**src/rtl/power_stop_cfg.svh**
```systemverilog
// Purpose: Constants for the power and stop configuration register bank
// Assumes: Word-aligned Wishbone byte addresses
// Notes: Offsets are local to the bank
`ifndef POWER_STOP_CFG_SVH
`define POWER_STOP_CFG_SVH

// ----------------------------------------------------------------------
// Register offsets
// ----------------------------------------------------------------------
`define PMSC_OFFSET 4'h0
`define OPTS_OFFSET 4'h4
`define IRQ_STATUS_OFFSET 4'h8
`define IRQ_MASK_OFFSET 4'hC

// ----------------------------------------------------------------------
// Field positions
// ----------------------------------------------------------------------
`define WARN_FLAG_BIT 7
`define WARN_ACK_BIT 6
`define DETECT_SEL_BIT 5
`define WARN_SEL_BIT 4
`define PD_FLAG_BIT 3
`define PD_ACK_BIT 2
`define STOP_SEL_BIT 0
`define WDOG_SEL_BIT 7
`define TIMER_CFG_BIT 3
`define IRQ_WARN_BIT 0
`define IRQ_PD_BIT 1

// ----------------------------------------------------------------------
// Reset values
// ----------------------------------------------------------------------
`define BIT_RESET 1'b0
`define IRQ_RESET 2'h0

`endif

```
**src/rtl/power_stop_pkg.sv**
```systemverilog
// Purpose: Types shared by the power and stop configuration bank
// Assumes: Nothing beyond the header constants
// Notes: Bus access states
`default_nettype none
package power_stop_pkg;
    typedef enum logic [1:0] {
        BUS_IDLE = 2'b01,
        BUS_ACK = 2'b10
    } bus_state_type;
    typedef logic [7:0] byte_type;
endpackage
`default_nettype wire

```
**src/rtl/power_stop_config_regs.sv**
```systemverilog
// Purpose: Power management status/control and system option registers
// Assumes: Wishbone classic slave, rst is any reset, por_pulse marks power-on
// Notes: Comparator and wake detection are outside; their results arrive as inputs
//
// Behaviour
// - The warning flag sets when the supply is below the warning trip, including right after reset.
// - The warning flag reads one while a warning exists or has occurred and is not cleared.
// - Writing one to the warning acknowledge clears the flag only when the warning is gone.
// - Bit 5 selects the low (0) or high (1) detect trip level.
// - The detect select accepts only its first write after power-on reset.
// - Bit 4 selects the low (0) or high (1) warning trip level.
// - The power down wake flag reads one after waking from partial power down.
// - Writing one to the power down acknowledge clears the wake flag.
// - Bit 0 picks stop mode, retained (0) or partial power down (1), first write only.
// - Options bit 7 picks the watchdog clock, write-once after reset.
// - Options bit 3 picks one shared timer clock (0) or separate timer clocks (1).
`include "power_stop_cfg.svh"
`default_nettype none
module power_stop_config_regs (
    input wire logic core_clk,
    input wire logic rst,
    input wire logic por_pulse,
    input wire logic supply_below_warning,
    input wire logic power_down_wake,
    input wire logic wb_cyc_i,
    input wire logic wb_stb_i,
    input wire logic wb_we_i,
    input wire logic [3:0] wb_adr_i,
    input wire logic [31:0] wb_dat_i,
    input wire logic [3:0] wb_sel_i,
    output logic [31:0] wb_dat_o,
    output logic wb_ack_o,
    output logic detect_threshold_select,
    output logic warning_threshold_select,
    output logic stop_mode_select,
    output logic watchdog_clock_select,
    output logic timer_clock_config,
    output logic irq
);
    import power_stop_pkg::*;

    // ------------------------------------------------------------------
    // Bus decode
    // ------------------------------------------------------------------
    bus_state_type bus_state;
    logic req;
    logic wr_lane0;
    logic wr_pmsc;
    logic wr_opts;
    logic wr_status;
    logic wr_mask;
    logic voltage_warning_flag;
    logic power_down_wake_flag;
    logic warn_sel_reg;
    logic [1:0] irq_status;
    logic [1:0] irq_mask;
    logic [1:0] irq_events;
    logic stop_sel_q;
    logic wdog_sel_q;
    logic detect_sel_q;
    logic [31:0] next_rdata;

    // Decode of an offset match used by every write strobe
    function automatic logic hit(input logic [3:0] adr, input logic [3:0] offs);
        hit = (adr[3:2] == offs[3:2]);
    endfunction

    assign req = wb_cyc_i && wb_stb_i && (bus_state == BUS_IDLE);
    assign wr_lane0 = req && wb_we_i && wb_sel_i[0];
    assign wr_pmsc = wr_lane0 && hit(wb_adr_i, `PMSC_OFFSET);
    assign wr_opts = wr_lane0 && hit(wb_adr_i, `OPTS_OFFSET);
    assign wr_status = wr_lane0 && hit(wb_adr_i, `IRQ_STATUS_OFFSET);
    assign wr_mask = wr_lane0 && hit(wb_adr_i, `IRQ_MASK_OFFSET);

    // Single-wait ack: answer one cycle after the request, then release
    always_ff @(posedge core_clk or posedge rst) begin
        if (rst) begin
            bus_state <= BUS_IDLE;
            wb_ack_o <= 1'b0;
        end else begin
            case (bus_state)
                BUS_IDLE: begin
                    if (wb_cyc_i && wb_stb_i) begin
                        bus_state <= BUS_ACK;
                        wb_ack_o <= 1'b1;
                    end
                end
                BUS_ACK: begin
                    bus_state <= BUS_IDLE;
                    wb_ack_o <= 1'b0;
                end
                default: begin
                    bus_state <= BUS_IDLE;
                    wb_ack_o <= 1'b0;
                end
            endcase
        end
    end

    // ------------------------------------------------------------------
    // Status flags
    // ------------------------------------------------------------------
    // Warning flag: set by level, ack honoured only when the warning is gone
    sticky_event_flag warn_flag_inst (
        .core_clk(core_clk),
        .rst(rst),
        .set_event(supply_below_warning),
        .clear_req(wr_pmsc && wb_dat_i[`WARN_ACK_BIT] && !supply_below_warning),
        .flag(voltage_warning_flag)
    );

    // Wake flag: set on wake from partial power down, cleared by ack
    sticky_event_flag pd_flag_inst (
        .core_clk(core_clk),
        .rst(rst),
        .set_event(power_down_wake),
        .clear_req(wr_pmsc && wb_dat_i[`PD_ACK_BIT]),
        .flag(power_down_wake_flag)
    );

    // ------------------------------------------------------------------
    // Configuration bits
    // ------------------------------------------------------------------
    // Detect select: held across non-power-on resets, write-once per POR
    write_once_bit detect_sel_inst (
        .core_clk(core_clk),
        .rst(1'b0),
        .clear_pulse(por_pulse),
        .wr_pulse(wr_pmsc && !rst),
        .wr_value(wb_dat_i[`DETECT_SEL_BIT]),
        .value(detect_sel_q)
    );

    // Warning select: free read/write, cleared only by power-on
    always_ff @(posedge core_clk) begin
        if (por_pulse) begin
            warn_sel_reg <= `BIT_RESET;
        end else if (wr_pmsc && !rst) begin
            warn_sel_reg <= wb_dat_i[`WARN_SEL_BIT];
        end
    end

    // Stop mode select: write-once after any reset
    write_once_bit stop_sel_inst (
        .core_clk(core_clk),
        .rst(rst),
        .clear_pulse(1'b0),
        .wr_pulse(wr_pmsc),
        .wr_value(wb_dat_i[`STOP_SEL_BIT]),
        .value(stop_sel_q)
    );

    // Watchdog clock select: write-once after any reset, resets to slow clock
    write_once_bit wdog_sel_inst (
        .core_clk(core_clk),
        .rst(rst),
        .clear_pulse(1'b0),
        .wr_pulse(wr_opts),
        .wr_value(wb_dat_i[`WDOG_SEL_BIT]),
        .value(wdog_sel_q)
    );

    // Timer clock routing: plain read/write
    always_ff @(posedge core_clk or posedge rst) begin
        if (rst) begin
            timer_clock_config <= `BIT_RESET;
        end else if (wr_opts) begin
            timer_clock_config <= wb_dat_i[`TIMER_CFG_BIT];
        end
    end

    // Registered copies of configuration outputs
    always_ff @(posedge core_clk or posedge rst) begin
        if (rst) begin
            stop_mode_select <= 1'b0;
            watchdog_clock_select <= 1'b0;
        end else begin
            stop_mode_select <= stop_sel_q;
            watchdog_clock_select <= wdog_sel_q;
        end
    end

    // Threshold outputs follow their registers outside reset handling
    always_ff @(posedge core_clk) begin
        if (por_pulse) begin
            detect_threshold_select <= 1'b0;
            warning_threshold_select <= 1'b0;
        end else begin
            detect_threshold_select <= detect_sel_q;
            warning_threshold_select <= warn_sel_reg;
        end
    end

    // ------------------------------------------------------------------
    // Interrupts
    // ------------------------------------------------------------------
    // Rising edges of the two flags are events; write one to clear
    logic warn_flag_d;
    logic pd_flag_d;
    assign irq_events = {power_down_wake_flag && !pd_flag_d,
                         voltage_warning_flag && !warn_flag_d};

    always_ff @(posedge core_clk or posedge rst) begin
        if (rst) begin
            warn_flag_d <= 1'b0;
            pd_flag_d <= 1'b0;
            irq_status <= `IRQ_RESET;
            irq_mask <= `IRQ_RESET;
            irq <= 1'b0;
        end else begin
            warn_flag_d <= voltage_warning_flag;
            pd_flag_d <= power_down_wake_flag;
            irq_status <= irq_events | (irq_status & ~(wr_status ? wb_dat_i[1:0] : 2'h0));
            if (wr_mask) begin
                irq_mask <= wb_dat_i[1:0];
            end
            irq <= |(irq_status & irq_mask);
        end
    end

    // ------------------------------------------------------------------
    // Read data
    // ------------------------------------------------------------------
    always_comb begin
        next_rdata = 32'h0;
        if (hit(wb_adr_i, `PMSC_OFFSET)) begin
            next_rdata[`WARN_FLAG_BIT] = voltage_warning_flag;
            next_rdata[`DETECT_SEL_BIT] = detect_sel_q;
            next_rdata[`WARN_SEL_BIT] = warn_sel_reg;
            next_rdata[`PD_FLAG_BIT] = power_down_wake_flag;
            next_rdata[`STOP_SEL_BIT] = stop_sel_q;
        end else if (hit(wb_adr_i, `OPTS_OFFSET)) begin
            next_rdata[`WDOG_SEL_BIT] = wdog_sel_q;
            next_rdata[`TIMER_CFG_BIT] = timer_clock_config;
        end else if (hit(wb_adr_i, `IRQ_STATUS_OFFSET)) begin
            next_rdata[1:0] = irq_status;
        end else begin
            next_rdata[1:0] = irq_mask;
        end
    end

    // Capture read data with the ack
    always_ff @(posedge core_clk or posedge rst) begin
        if (rst) begin
            wb_dat_o <= 32'h0;
        end else if (req) begin
            wb_dat_o <= next_rdata;
        end
    end
endmodule
`default_nettype wire

```
**src/rtl/write_once_bit.sv**
```systemverilog
// Purpose: One configuration bit that accepts only its first write
// Assumes: wr_pulse is a single-cycle strobe
// Notes: clear_pulse restarts the window and zeroes the bit
`include "power_stop_cfg.svh"
`default_nettype none
module write_once_bit (
    input wire logic core_clk,
    input wire logic rst,
    input wire logic clear_pulse,
    input wire logic wr_pulse,
    input wire logic wr_value,
    output logic value
);
    logic written;

    // Latch value and lock on first write
    always_ff @(posedge core_clk or posedge rst) begin
        if (rst) begin
            value <= `BIT_RESET;
            written <= 1'b0;
        end else if (clear_pulse) begin
            value <= `BIT_RESET;
            written <= 1'b0;
        end else if (wr_pulse && !written) begin
            value <= wr_value;
            written <= 1'b1;
        end
    end
endmodule
`default_nettype wire

```
**src/rtl/sticky_event_flag.sv**
```systemverilog
// Purpose: Sticky flag set by an event, cleared by an acknowledge
// Assumes: Set wins over clear in the same cycle
// Notes: Clear may be gated by the caller
`default_nettype none
module sticky_event_flag (
    input wire logic core_clk,
    input wire logic rst,
    input wire logic set_event,
    input wire logic clear_req,
    output logic flag
);
    // Set has priority over clear
    always_ff @(posedge core_clk or posedge rst) begin
        if (rst) begin
            flag <= 1'b0;
        end else if (set_event) begin
            flag <= 1'b1;
        end else if (clear_req) begin
            flag <= 1'b0;
        end
    end
endmodule
`default_nettype wire

```
**config.mk**
```make
export PLATFORM = sky130hd
export DESIGN_NAME = power_stop_config_regs
export DESIGN_NICKNAME = d
export VERILOG_FILES = /design/src/rtl/power_stop_pkg.sv /design/src/rtl/power_stop_config_regs.sv /design/src/rtl/write_once_bit.sv /design/src/rtl/sticky_event_flag.sv
export VERILOG_INCLUDE_DIRS = /design/src /design/src/rtl
export SDC_FILE = /design/constraint.sdc
export NUM_CORES = 1
export LEC_CHECK = 0
export CORE_UTILIZATION = 30
export DETAILED_ROUTE_END_ITERATION = 8
export DONT_BUFFER_PORTS = 1
export PLACE_DENSITY = 0.43
export SLEW_MARGIN = 20
export SYNTH_ARGS = -nofsm -noshare
export SYNTH_HDL_FRONTEND = slang
export SYNTH_SLANG_ARGS = --single-unit
```
**constraint.sdc**
```tcl
create_clock -name core_clk -period 4.5 [get_ports core_clk]
set_input_delay 0.45 -clock core_clk [delete_from_list [all_inputs] [get_ports core_clk]]
set_output_delay 0.45 -clock core_clk [all_outputs]
set_load 0.005 [all_outputs]
```
### Word level (Yosys, flattened, before mapping)

Index checks and enable logic that the tools add are counted.

* flip-flop bits (word level): 30
* input bits: 48
* output and inout port bits: 39

* equal/unequal tests: 5
* multiplexer cells: 18
* bitwise logic cells: 4
* reductions and logical operators: 28

Operators with widths (number)
* $logic_and A1 B1 Y1: 17
* $mux W1: 12
* $mux W2: 6
* $logic_not A1 Y1: 7
* $and A2 B2 Y2: 2
* $eq A2 B1 Y1 const B: 2
* $eq A2 B2 Y1 const B: 2
* $reduce_bool A2 Y1: 2
* $logic_not A2 Y1: 1
* $ne A2 B2 Y1 const B: 1
* $not A2 Y2: 1
* $or A2 B2 Y2: 1
* $reduce_or A2 Y1: 1

### Longest topological paths before layout

Gate-level depths: netlist of run 1.

* depth in word-level cells: 9
* mapped depth: 5
* mapped depth without buffers: 4

### By module

From an unflattened synthesis of run 1, not the netlist that was laid out.

* cell total of the unflattened synthesis: 137
* area, all modules: 1463.9 µm²

By module, submodules not included
* power_stop_config_regs: instances 1, cells each 102, area an instance 1113.6 µm²
* write_once_bit: instances 3, cells each 9, area an instance 90.1 µm²
* sticky_event_flag: instances 2, cells each 4, area an instance 40.0 µm²

### Worst setup path after synthesis of run 1

Ideal clock, no wire load.

* path kind: input to register
* start: in wb_adr_i[2]
* end: reg detect_sel_inst.value
* library setup time: 0.121 ns
* arrival: 1.350 ns
* data required time: 4.379 ns
* path slack: 3.029 ns
* stages: 4
* cell sequence: buf_4 -> nand4bb_1 -> nor4_1 -> mux2_2

* longest elaborated chain between the ends: 4

Ends and longest elaborated chain
* from (decl): line power_stop_config_regs.sv:28 `input wire logic [3:0] wb_adr_i,`
* $logic_not A2 Y1: line power_stop_config_regs.sv:65 `hit = (adr[3:2] == offs[3:2]);`
* $logic_and A1 B1 Y1: line power_stop_config_regs.sv:70 `` assign wr_pmsc = wr_lane0 && hit(wb_adr_i, `PMSC_OFFSET); ``
* $logic_and A1 B1 Y1: line power_stop_config_regs.sv:129 `.wr_pulse(wr_pmsc && !rst),`
* $logic_and A1 B1 Y1: line write_once_bit.sv:24 `end else if (wr_pulse && !written) begin`
* to (signal assigned): line write_once_bit.sv:19 `` value <= `BIT_RESET; ``
* to (signal assigned): line write_once_bit.sv:22 `` value <= `BIT_RESET; ``
* to (signal assigned): line write_once_bit.sv:25 `value <= wr_value;`
* to (decl): line write_once_bit.sv:12 `output logic value`

No other way between the ends.
A chain may end at the register's enable or synchronous reset.

### Final worst setup path of run 1

* start: reg bus_state[0]
* end: reg irq_mask[0]

* longest elaborated chain between the ends: 5

Ends and longest elaborated chain
* from (decl): line power_stop_config_regs.sv:45 `bus_state_type bus_state;`
* from (signal assigned): line power_stop_config_regs.sv:78 `bus_state <= BUS_IDLE;`
* from (signal assigned): line power_stop_config_regs.sv:84 `bus_state <= BUS_ACK;`
* from (signal assigned): line power_stop_config_regs.sv:89 `bus_state <= BUS_IDLE;`
* $eq A2 B1 Y1: line power_stop_config_regs.sv:68 `assign req = wb_cyc_i && wb_stb_i && (bus_state == BUS_IDLE);`
* $logic_and A1 B1 Y1: line power_stop_config_regs.sv:68
* $logic_and A1 B1 Y1 (2 in a row): line power_stop_config_regs.sv:69 `assign wr_lane0 = req && wb_we_i && wb_sel_i[0];`
* $logic_and A1 B1 Y1: line power_stop_config_regs.sv:73 `` assign wr_mask = wr_lane0 && hit(wb_adr_i, `IRQ_MASK_OFFSET); ``
* to (signal assigned): line power_stop_config_regs.sv:208 `` irq_mask <= `IRQ_RESET; ``
* to (signal assigned): line power_stop_config_regs.sv:215 `irq_mask <= wb_dat_i[1:0];`
* to (decl): line power_stop_config_regs.sv:56 `logic [1:0] irq_mask;`

No other way between the ends.

==> results of run 1 <==
-- critical path: cells and delay by family (launching register included) --
kind | cells | cell delay, ns
flip-flops | 1 | 0.54
AND/OR/NAND/NOR | 2 | 0.70
multiplexers | 1 | 0.31
-- cell usage after synthesis (2+ instances only) --
library cell,instances
nor2b_1,4
dfrtp_1,23
nor3_1,3
mux2_2,5
mux2_4,2
a22o_1,3
nor4_1,2
buf_4,28
dfxtp_1,5
o31ai_1,3
nor2_1,2
inv_1,4
buf_2,2
nand3_1,7
a21o_1,3
nand2_1,7
mux2i_1,4
-- area by class of cell --
class | count | area share [%]
clock inverters | 1 | 0.355
flip-flops and latches | 29 | 49.8
well taps | 52 | 4.61
inverters | 5 | 1.33
multi-input cells | 81 | 37.1
clock buffers | 7 | 6.83
-- cell families (layout without fill, tap and decap cells) --
family / after synthesis / in the layout / share of synthesized area [%]
buffers and inverters: 35 / 13 / 17.4
and+or+nand+nor: 32 / 32 / 15.1
DFF: 29 / 29 / 51.2
AOI/OAI and AO/OA: 12 / 12 / 6.76
muxes: 11 / 11 / 9.22
other: 1 / 26 / 0.274
-- how the worst max path moves through the flow --
stage / start / endpoint / slack (ns) / cells past startpoint
2_1_floorplan: wb_adr_i[2] / detect_sel_inst.value / 3.03 / 4
3_3_place_gp: bus_state[0] / wdog_sel_inst.value / 2.83 / 3
3_5_place_dp: bus_state[0] / wdog_sel_inst.value / 2.83 / 3
4_1_cts: bus_state[0] / irq_mask[0] / 2.82 / 3
5_1_grt: bus_state[0] / irq_status[0] / 2.74 / 4
6_report: bus_state[0] / irq_mask[0] / 2.83 / 3
-- layout by cell type, fill, tap and decap left out, types with 3 or more instances in the layout --
cell type,count
a21o_1,3
a22o_1,3
clkbuf_8,7
conb_1,26
dfrtp_1,23
dfxtp_1,5
inv_1,4
mux2_2,5
mux2i_1,4
nand2_1,7
nand3_1,7
nor2b_1,4
nor3_1,3
o31ai_1,3
-- power by group --
part	internal (mW)	leakage [nW]	switching [mW]
Clock	0.138	0.0542	0.0952
Combinational	0.0254	0.304	0.0246
Sequential	0.290	0.329	0.0217
-- per-layer routing --
layer  vias to the layer above  global-route usage [%]
li1                        363                       -
met1                       399                    11.8
met2                        32                    18.4
met3                         2                    4.65
met4                         0                    6.58
met5                         -                       0
-- per-stage QoR --
stage / worst slack, ns / cells / hold WS (ns) / cell area [um^2] / total power, mW
detailed placement: 2.83 / 167 / 0.393 / 1310 / 0.368
global placement: 2.83 / 167 / 0.393 / 1310 / 0.366
CTS: 2.82 / 175 / 0.226 / 1410 / 0.604
global route: 2.74 / 175 / 0.227 / 1410 / 0.627
finish: 2.83 / 175 / 0.238 / 1410 / 0.595
floorplan: 3.03 / 145 / 0.370 / 1460 / 0.375
==> metrics.yaml, run 1 <==
diodes: 0
hold_start: "por_pulse"
skew_ns: 0.00371
die_area_mm2: 0.00484
r2r-end: "irq_mask[0]"
synth_top_area_cell: "dfrtp_1"
cts-root-buf: "clkbuf_8"
grt_first_pass_wirelength_mm: 4.00
antenna_found_initial: 0
critPathSlowestCell: "dfstp_2"
period_needed_ns: 1.67
crit_chain: "nand4b_4 -> or3_4 -> mux2_4"
multi_input_area_um2: 523
final_util_pct: 32.2
crit_fanout: 16
synth-edff-count: 0
start_util_pct: 31.2
synth_area_per_cell_um2: 11.4
synth_area_leaders: "dfrtp_1 42%, buf_4 15%, dfxtp_1 7.3%"
setup_violations: 0
synth_warnings: 0
worst_setup_path_start_kind: "register"
status: "completed"
die_w_um: 69.6
synthCells: 120
whs_path_depth: 1
htreeDepth: 2
hold_class: "primary input to register"
final_layout_size_suffix_gt1_share_pct: 17.9
cts_tree: "yes"
reg_top3: "wb_dat_o (6), irq_mask (2), irq_status (2)"
tightest_slew_ns: 0.938
num_io_pins: 87
fp.coreArea_mm2: 0.00438
cts_max_path_buffers: 2
grt_pass1_vias: 788
totalWireLength_mm: 2.44
cts_buffers: 5
vdd_drop_max_uv: 106
drtIter0Drc: 14
drt-met1-wl_um: 986
grt_overflow: 0
dr_wl_met2_mm: 1.26
yosysSeqAreaShare_pct: 51.2
fill_cells: 449
regArea_um2: 702
powerDensity_mw_per_mm2: 422
vias: 796
rr_startpoint: "bus_state[0]"
netlist-cell-type-count: 30
routed.top_layer: "met4"
holdBufCountCts: 0
max-cap-violations: 0
post_drt_wl_per_cell_um: 13.9
firstDrtPassIters: 4
ys.flop_type: "dfrtp_1"
tns_ns: 0
clk_pin_slew_ns: 0.06
place_congestion: 0.691
ant_nets: 0
r2r_cells: 3
cts_resized: 0
netlist_area_mm2: 0.00137
ys_seq_elements: 29
slew-limit-headroom_pct: 37.4
largest_reg_flops: 6
clk_latency_ns: 0.27
min_to: "detect_sel_inst.written"
wl_met3_um: 153
chipHeight_um: 69.6
p_leak_nw: 0.687
period_share_pct: 37.0
grt.total_usage_pct: 11.1
dp_hpwl_mm: 1.80
crit_type: "register to register"
crit_arrival_ns: 1.82
io_buffer_count: 0
vias_per_cell: 4.55
async_flop_share_pct: 82.8
clock-sinks: 29
hold_viol_final: 0
netlist.area_leader.share_pct: 42.0
nNetsFinal: 170
drc_errors: 0
reg2reg_slack_ns: 2.83
cts_setup_buffers: 0
row_count: 24
required_ns: 4.66
max_stage_delay_ns: 0.54
critPathCaptureType: "register"
area_growth_pct: 2.92
clock.fmax_mhz: 600
slew_violations: 0
grt_start_max_net_pins: 26
rsz0062_at_grt: "no"
top_register: "wb_dat_o"
No activity file was read; power rests on OpenSTA's default activity.
==> inputs of run 2 (changes only) <==
- ABC_AREA: unset -> 1
- clock period: 4.5 -> 1.7 ns (I/O delays scaled with it)
==> metrics.yaml, run 2 <==
clk_latency_ns: 0.27  # about the same
layout.cells.non_filler: 211  # +21%
cts_setup_buffers: 0  # unchanged
vdd_drop_max_uv: 489  # +360%
grt_overflow: 0  # unchanged
die_w_um: 70.3  # +1.1%
synthTopCellsByCount: "26 x buf_4, 23 x dfrtp_1, 21 x nand2_1"
start_util_pct: 31.7  # +0.47 points
clock.fmax_mhz: 775  # +29%
chipHeight_um: 70.3  # +1.1%
vias: 875  # +9.9%
finalPower_mw: 1.53  # +160%
period_share_pct: 75.9  # +39 points
dp.cells: 199  # +19%
netlist-cell-type-count: 29  # -3.3%
synth-edff-count: 0  # unchanged
vias_per_cell: 4.15  # -8.8%
yosysSeqAreaShare_pct: 50.1  # -1.1 points
cts_tree: "yes"
clock-sinks: 29  # unchanged
synthCells: 146  # +22%
row_count: 24  # unchanged
grt.total_usage_pct: 10.5  # -0.68 points
grt_pass1_vias: 773  # -1.9%
async_flop_share_pct: 82.8  # unchanged
setup_violations: 0  # unchanged
grt_start_max_net_pins: 20  # -23%
netlist.area_leader.share_pct: 41.1  # -0.90 points
max-cap-violations: 0  # unchanged
cts_resized: 0  # unchanged
critPathSlowestCell: "dfstp_2"
hold_viol_final: 0  # unchanged
required_ns: 1.85  # -2.81 ns
final_cell_mix: "26 x conb_1, 23 x dfrtp_1, 21 x nand2_1, 15 x inv_1, 8 x nor2_1"
die_area_mm2: 0.00494  # +2.1%
crit_fanout: 8  # -8
synth_warnings: 0  # unchanged
grt_first_pass_wirelength_mm: 3.82  # -4.3%
antenna_found_initial: 0  # unchanged
drtIter0Drc: 17  # +3
critPathCaptureType: "register"
crit_arrival_ns: 1.45  # -0.37 ns
cp_num_buf_inv: 1  # +1
diodes: 0  # unchanged
post_drt_wl_per_cell_um: 11.6  # -17%
tns_ns: 0  # unchanged
top_register: "wb_dat_o"
powerDensity_mw_per_mm2: 1010  # +140%
ys_seq_elements: 29  # unchanged
placed_area_mm2: 0.00138  # +5.4%
skew_ns: 0.00278  # -0.000934 ns
cts-root-buf: "clkbuf_8"
synth_area_leaders: "dfrtp_1 41%, buf_4 14%, dfxtp_1 7.1%"
totalWireLength_mm: 2.44  # +0.16%
crit_chain: "inv_1 -> nor2_4 -> nand2_1 -> a21oi_1 -> a31oi_1"
worst_setup_path_start_kind: "register"
largest_reg_flops: 6  # unchanged
cp_top_family: "flip-flops"
dp_hpwl_mm: 1.89  # +5.4%
fp.coreArea_mm2: 0.00441  # +0.68%
cts_buffers: 5  # unchanged
final_layout_size_suffix_gt1_share_pct: 18.9  # +0.98 points
place_congestion: 0.730  # +5.6%
htreeDepth: 2  # unchanged
clk_pin_slew_ns: 0.06  # about the same
netlist_area_mm2: 0.00140  # +2.2%
final_util_pct: 34.2  # +2.0 points
firstDrtPassIters: 6  # +2
hold_class: "primary input to register"
period_needed_ns: 1.29  # -0.375 ns
drc_errors: 0  # unchanged
synth_area_per_cell_um2: 9.59  # -16%
max_stage_delay_ns: 0.53  # about the same
status: "completed"
reg_top3: "wb_dat_o (6), irq_mask (2), irq_status (2)"
p_leak_nw: 0.737  # +7.3%
ant_nets: 0  # unchanged
slew_violations: 0  # unchanged
synth_most_common_cell: "buf_4"
final_cell_area_mm2: 0.00151  # +7.0%
holdBufCountCts: 4  # +4
layout_commonest_cell: "conb_1"
io_buffer_count: 0  # unchanged
ys.flop_type: "dfrtp_1"
crit_type: "register to register"
cts_max_path_buffers: 2  # unchanged
nNetsFinal: 206  # +21%
num_io_pins: 87  # unchanged
area_growth_pct: 7.77
synth_top_area_cell: "dfrtp_1"
rsz0062_at_grt: "no"
## run 2: cell types whose count changed after synthesis, sizes merged, moves of 3 or more
| cell | before | now |
|---|---|---|
| a21oi | 0 | 4 |
| nor2b | 4 | 0 |
| nor2 | 2 | 14 |
| buf | 30 | 26 |
| mux2i | 4 | 0 |
| inv | 5 | 20 |
| nand3 | 8 | 5 |
| nand2 | 7 | 26 |
| mux2 | 7 | 0 |
| nand4 | 0 | 3 |
| o21ai | 0 | 8 |
| nor3 | 3 | 0 |
## run 2: worst paths after layout
path                                         end  slack [ns]                 from  cells after the start
min                          wdog_sel_inst.value        0.04          wb_dat_i[7]                      2
max                                  wb_dat_o[0]        0.41         bus_state[0]                      5
min in group asynchronous               wb_ack_o        0.32                  rst                      3
min reg2reg                watchdog_clock_select        0.37  wdog_sel_inst.value                      0
max reg2reg                          wb_dat_o[0]        0.41         bus_state[0]                      5
max in group asynchronous            warn_flag_d        1.11                  rst                      3
## run 2: kinds of logic (layout without fill, tap and decap cells)
| logic type | count (synthesis) | count (layout) | synth area share, % |
|---|---|---|---|
| AO/OA/AOI/OAI | 21 | 21 | 9.11 |
| buffers and inverters | 46 | 34 | 19.5 |
| flip-flops | 29 | 29 | 50.1 |
| other | 1 | 26 | 0.268 |
| AND/OR/NAND/NOR | 49 | 49 | 21.0 |
## run 2: power by group
part | internal [mW] | switching, mW | total (mW)
combinational | 0.0566 | 0.0946 | 0.151
clock | 0.329 | 0.239 | 0.568
sequential | 0.758 | 0.0478 | 0.806
total | 1.14 | 0.382 | 1.53
## run 2: per-stage QoR
| step | hold WS, ns | setup slack, ns |
|---|---|---|
| 2_1_floorplan | 0.218 | 0.416 |
| 3_3_place_gp | 0.0645 | 0.423 |
| 3_5_place_dp | 0.0685 | 0.403 |
| 4_1_cts | 0.0261 | 0.393 |
| 5_1_grt | 0.0229 | 0.299 |
| 6_report | 0.0357 | 0.409 |
## run 2: cell type report
type / count / area (um^2)
fill: 482 / 2910
sequential: 29 / 702
multi-input combinational: 96 / 519
clock buffer: 8 / 90.1
inverter: 20 / 77.6
tap: 52 / 65.1
timing repair buffer: 6 / 55.1
## run 2: metal layers
| metal | global-route usage [%] | wire [um] | up-vias | share of wire [%] |
|---|---|---|---|---|
| met5 | 0 | 0 | - | 0 |
| met4 | 5.33 | 38 | 0 | 1.6 |
| met3 | 5.48 | 210 | 4 | 8.6 |
| met2 | 14.6 | 1110 | 43 | 45 |
| met1 | 13.0 | 1080 | 391 | 44 |
| li1 | - | - | 437 | - |
==> inputs of run 3 (changes only) <==
- clock period: 1.7 -> 1.2 ns (I/O delays scaled with it)
==> metrics.yaml, run 3 (synthesis results as in run 2) <==
status: "finished with violations"
violations: "setup timing"
firstDrtPassIters: 4  # -2
clk_pin_slew_ns: 0.06  # about the same
top_register: "wb_dat_o"
grt_start_max_net_pins: 19  # -5.0%
drtIter0Drc: 37  # +20
cts_buffers: 5  # unchanged
hold_viol_final: 0  # unchanged
fill_cells: 450  # -6.6%
required_ns: 1.37  # -0.48 ns
antenna_found_initial: 0  # unchanged
period_share_pct: 107  # +31 points
slew_violations: 0  # unchanged
area_growth_pct: 15.8
placed_area_mm2: 0.00140  # +1.4%
setup_violations: 10  # +10
dp_hpwl_mm: 1.91  # +0.94%
max-cap-violations: 0  # unchanged
vias_per_cell: 4.19  # +1.1%
regArea_um2: 702  # unchanged
place_congestion: 0.774  # +6.1%
ant_nets: 0  # unchanged
clock.fmax_mhz: 778  # +0.43%
rr_startpoint: "bus_state[0]"
p_leak_nw: 0.783  # +6.3%
comb_power_share_pct: 10.9  # +1.0 points
grt_pass1_vias: 893  # +16%
vias: 922  # +5.4%
cts_tree: "yes"
die_w_um: 70.3  # unchanged
p_seq_share_pct: 50.6  # -2.2 points
critPathCaptureType: "register"
crit_arrival_ns: 1.45  # about the same
layout_commonest_cell: "conb_1"
rsz0062_at_grt: "yes"
reg_top3: "wb_dat_o (6), irq_mask (2), irq_status (2)"
skew_ns: 0.00188  # -0.000896 ns
clock-sinks: 29  # unchanged
final_cell_mix: "26 x conb_1, 23 x dfrtp_1, 19 x nand2_1, 13 x inv_1, 11 x dlygate4sd3_1"
p_sw_mw: 0.567  # +48%
die_area_mm2: 0.00494  # unchanged
switching_share_pct: 25.1  # +0.041 points
multi_input_area_um2: 532  # +2.4%
cts_max_path_buffers: 2  # unchanged
hold_class: "primary input to register"
nNetsFinal: 215  # +4.4%
vdd_drop_max_uv: 451  # -7.9%
r2r-end: "stop_sel_inst.value"
p_int_mw: 1.69  # +48%
r2r_cells: 7  # +2
worst_setup_path_start_kind: "register"
largest_reg_flops: 6  # unchanged
grt_overflow: 0  # unchanged
totalWireLength_mm: 2.49  # +2.1%
worstSetupStartpoint: "bus_state[0]"
cts_setup_buffers: 0  # unchanged
period_needed_ns: 1.29  # -0.00553 ns
setup_ws_ns: -0.0854  # -0.494 ns
drc_errors: 0  # unchanged
grt_first_pass_wirelength_mm: 4.24  # +11%
crit_fanout: 5  # -3
reg2reg_slack_ns: -0.09  # -0.49 ns
worst_hold_slack_ns: 0.0158  # -0.0199 ns
fp.coreArea_mm2: 0.00441  # unchanged
start_util_pct: 31.7  # unchanged
num_io_pins: 87  # unchanged
io_buffer_count: 0  # unchanged
crit_type: "register to register"
clk_latency_ns: 0.28  # about the same
final_util_pct: 36.7  # +2.6 points
diodes: 0  # unchanged
powerDensity_mw_per_mm2: 1390  # +38%
post_drt_wl_per_cell_um: 11.3  # -2.1%
final_layout_size_suffix_gt1_share_pct: 23.8  # +4.9 points
pre_cts_slack_ns: -0.0768  # -0.480 ns
row_count: 24  # unchanged
htreeDepth: 2  # unchanged
cts-root-buf: "clkbuf_8"
final_cell_area_mm2: 0.00162  # +7.5%
crit_end: "stop_sel_inst.value"
clkPwrFrac_pct: 38.5  # +1.2 points
chipHeight_um: 70.3  # unchanged
grt.total_usage_pct: 11.4  # +0.94 points
-- run 3: cell types whose count changed in the layout (fill, tap and decap cells not counted), sizes merged --
cell         change
buf              +2
clkbuf           -1
clkinv           +1
clkinvlp         +1
dlygate4sd3      +7
inv              -1
-- run 3: worst min-delay path by stage --
stage / depth (start not counted) / end / slack, ns / from
6_report: 2 / irq_mask[0] / 0.02 / wb_adr_i[3]
5_1_grt: 2 / irq_mask[1] / 0.02 / wb_adr_i[3]
4_1_cts: 2 / wb_dat_o[1] / 0.005 / wb_adr_i[3]
3_5_place_dp: 1 / wb_ack_o / -0.06 / rst
3_3_place_gp: 1 / wb_ack_o / -0.05 / rst
2_1_floorplan: 1 / irq / 0.01 / rst
-- run 3: timing repair --
item,CTS,global route
hold endpoints to repair,35,1
gates resized for setup,3,2
endpoints found under the setup margin,12,19
pin swaps,3,2
hold buffers,10,1
-- run 3: critical path, cell delays in order, from the launching register on --
cell and delay [ns]:
dfstp_2 0.54, inv_2 0.04, nor2_4 0.12, nand3_4 0.12, nor2_8 0.15, nand2_2 0.08, nand2_1 0.06, o21ai_1 0.06
-- run 3: area by class of cell --
type,count,share of cell area (%)
clock buffers,7,5.94
clock inverters,1,0.309
inverters,20,5.02
multi-input cells,96,32.8
flip-flops and latches,29,43.3
well taps,52,4.01
repair buffers,15,8.64
-- run 3: layer usage --
layer  global-route usage (%)  vias up  share of wire [%]  wire length, um
li1                         -      450                  -                -
met1                     12.9      419                 41             1020
met2                     18.2       45                 49             1230
met3                     4.76        8                7.3              183
met4                     6.00        0                2.7               68
met5                        0        -                  0                0
-- run 3: power groups by stage --
stage               clock network, mW  registers, mW  logic, mW
floorplan                           0           1.14      0.229
global placement                    0           1.16      0.209
detailed placement                  0           1.16      0.211
CTS                             0.908           1.14      0.246
global route                    0.964           1.16      0.284
finish                          0.870           1.14      0.247
-- run 3: per-stage QoR --
step / power [mW] / cells / setup TNS, ns
floorplan: 1.37 / 171 / 0
global placement: 1.37 / 201 / -0.379
detailed placement: 1.37 / 201 / -0.547
CTS: 2.30 / 219 / -0.703
global route: 2.40 / 220 / -1.64
finish: 2.26 / 220 / -0.556
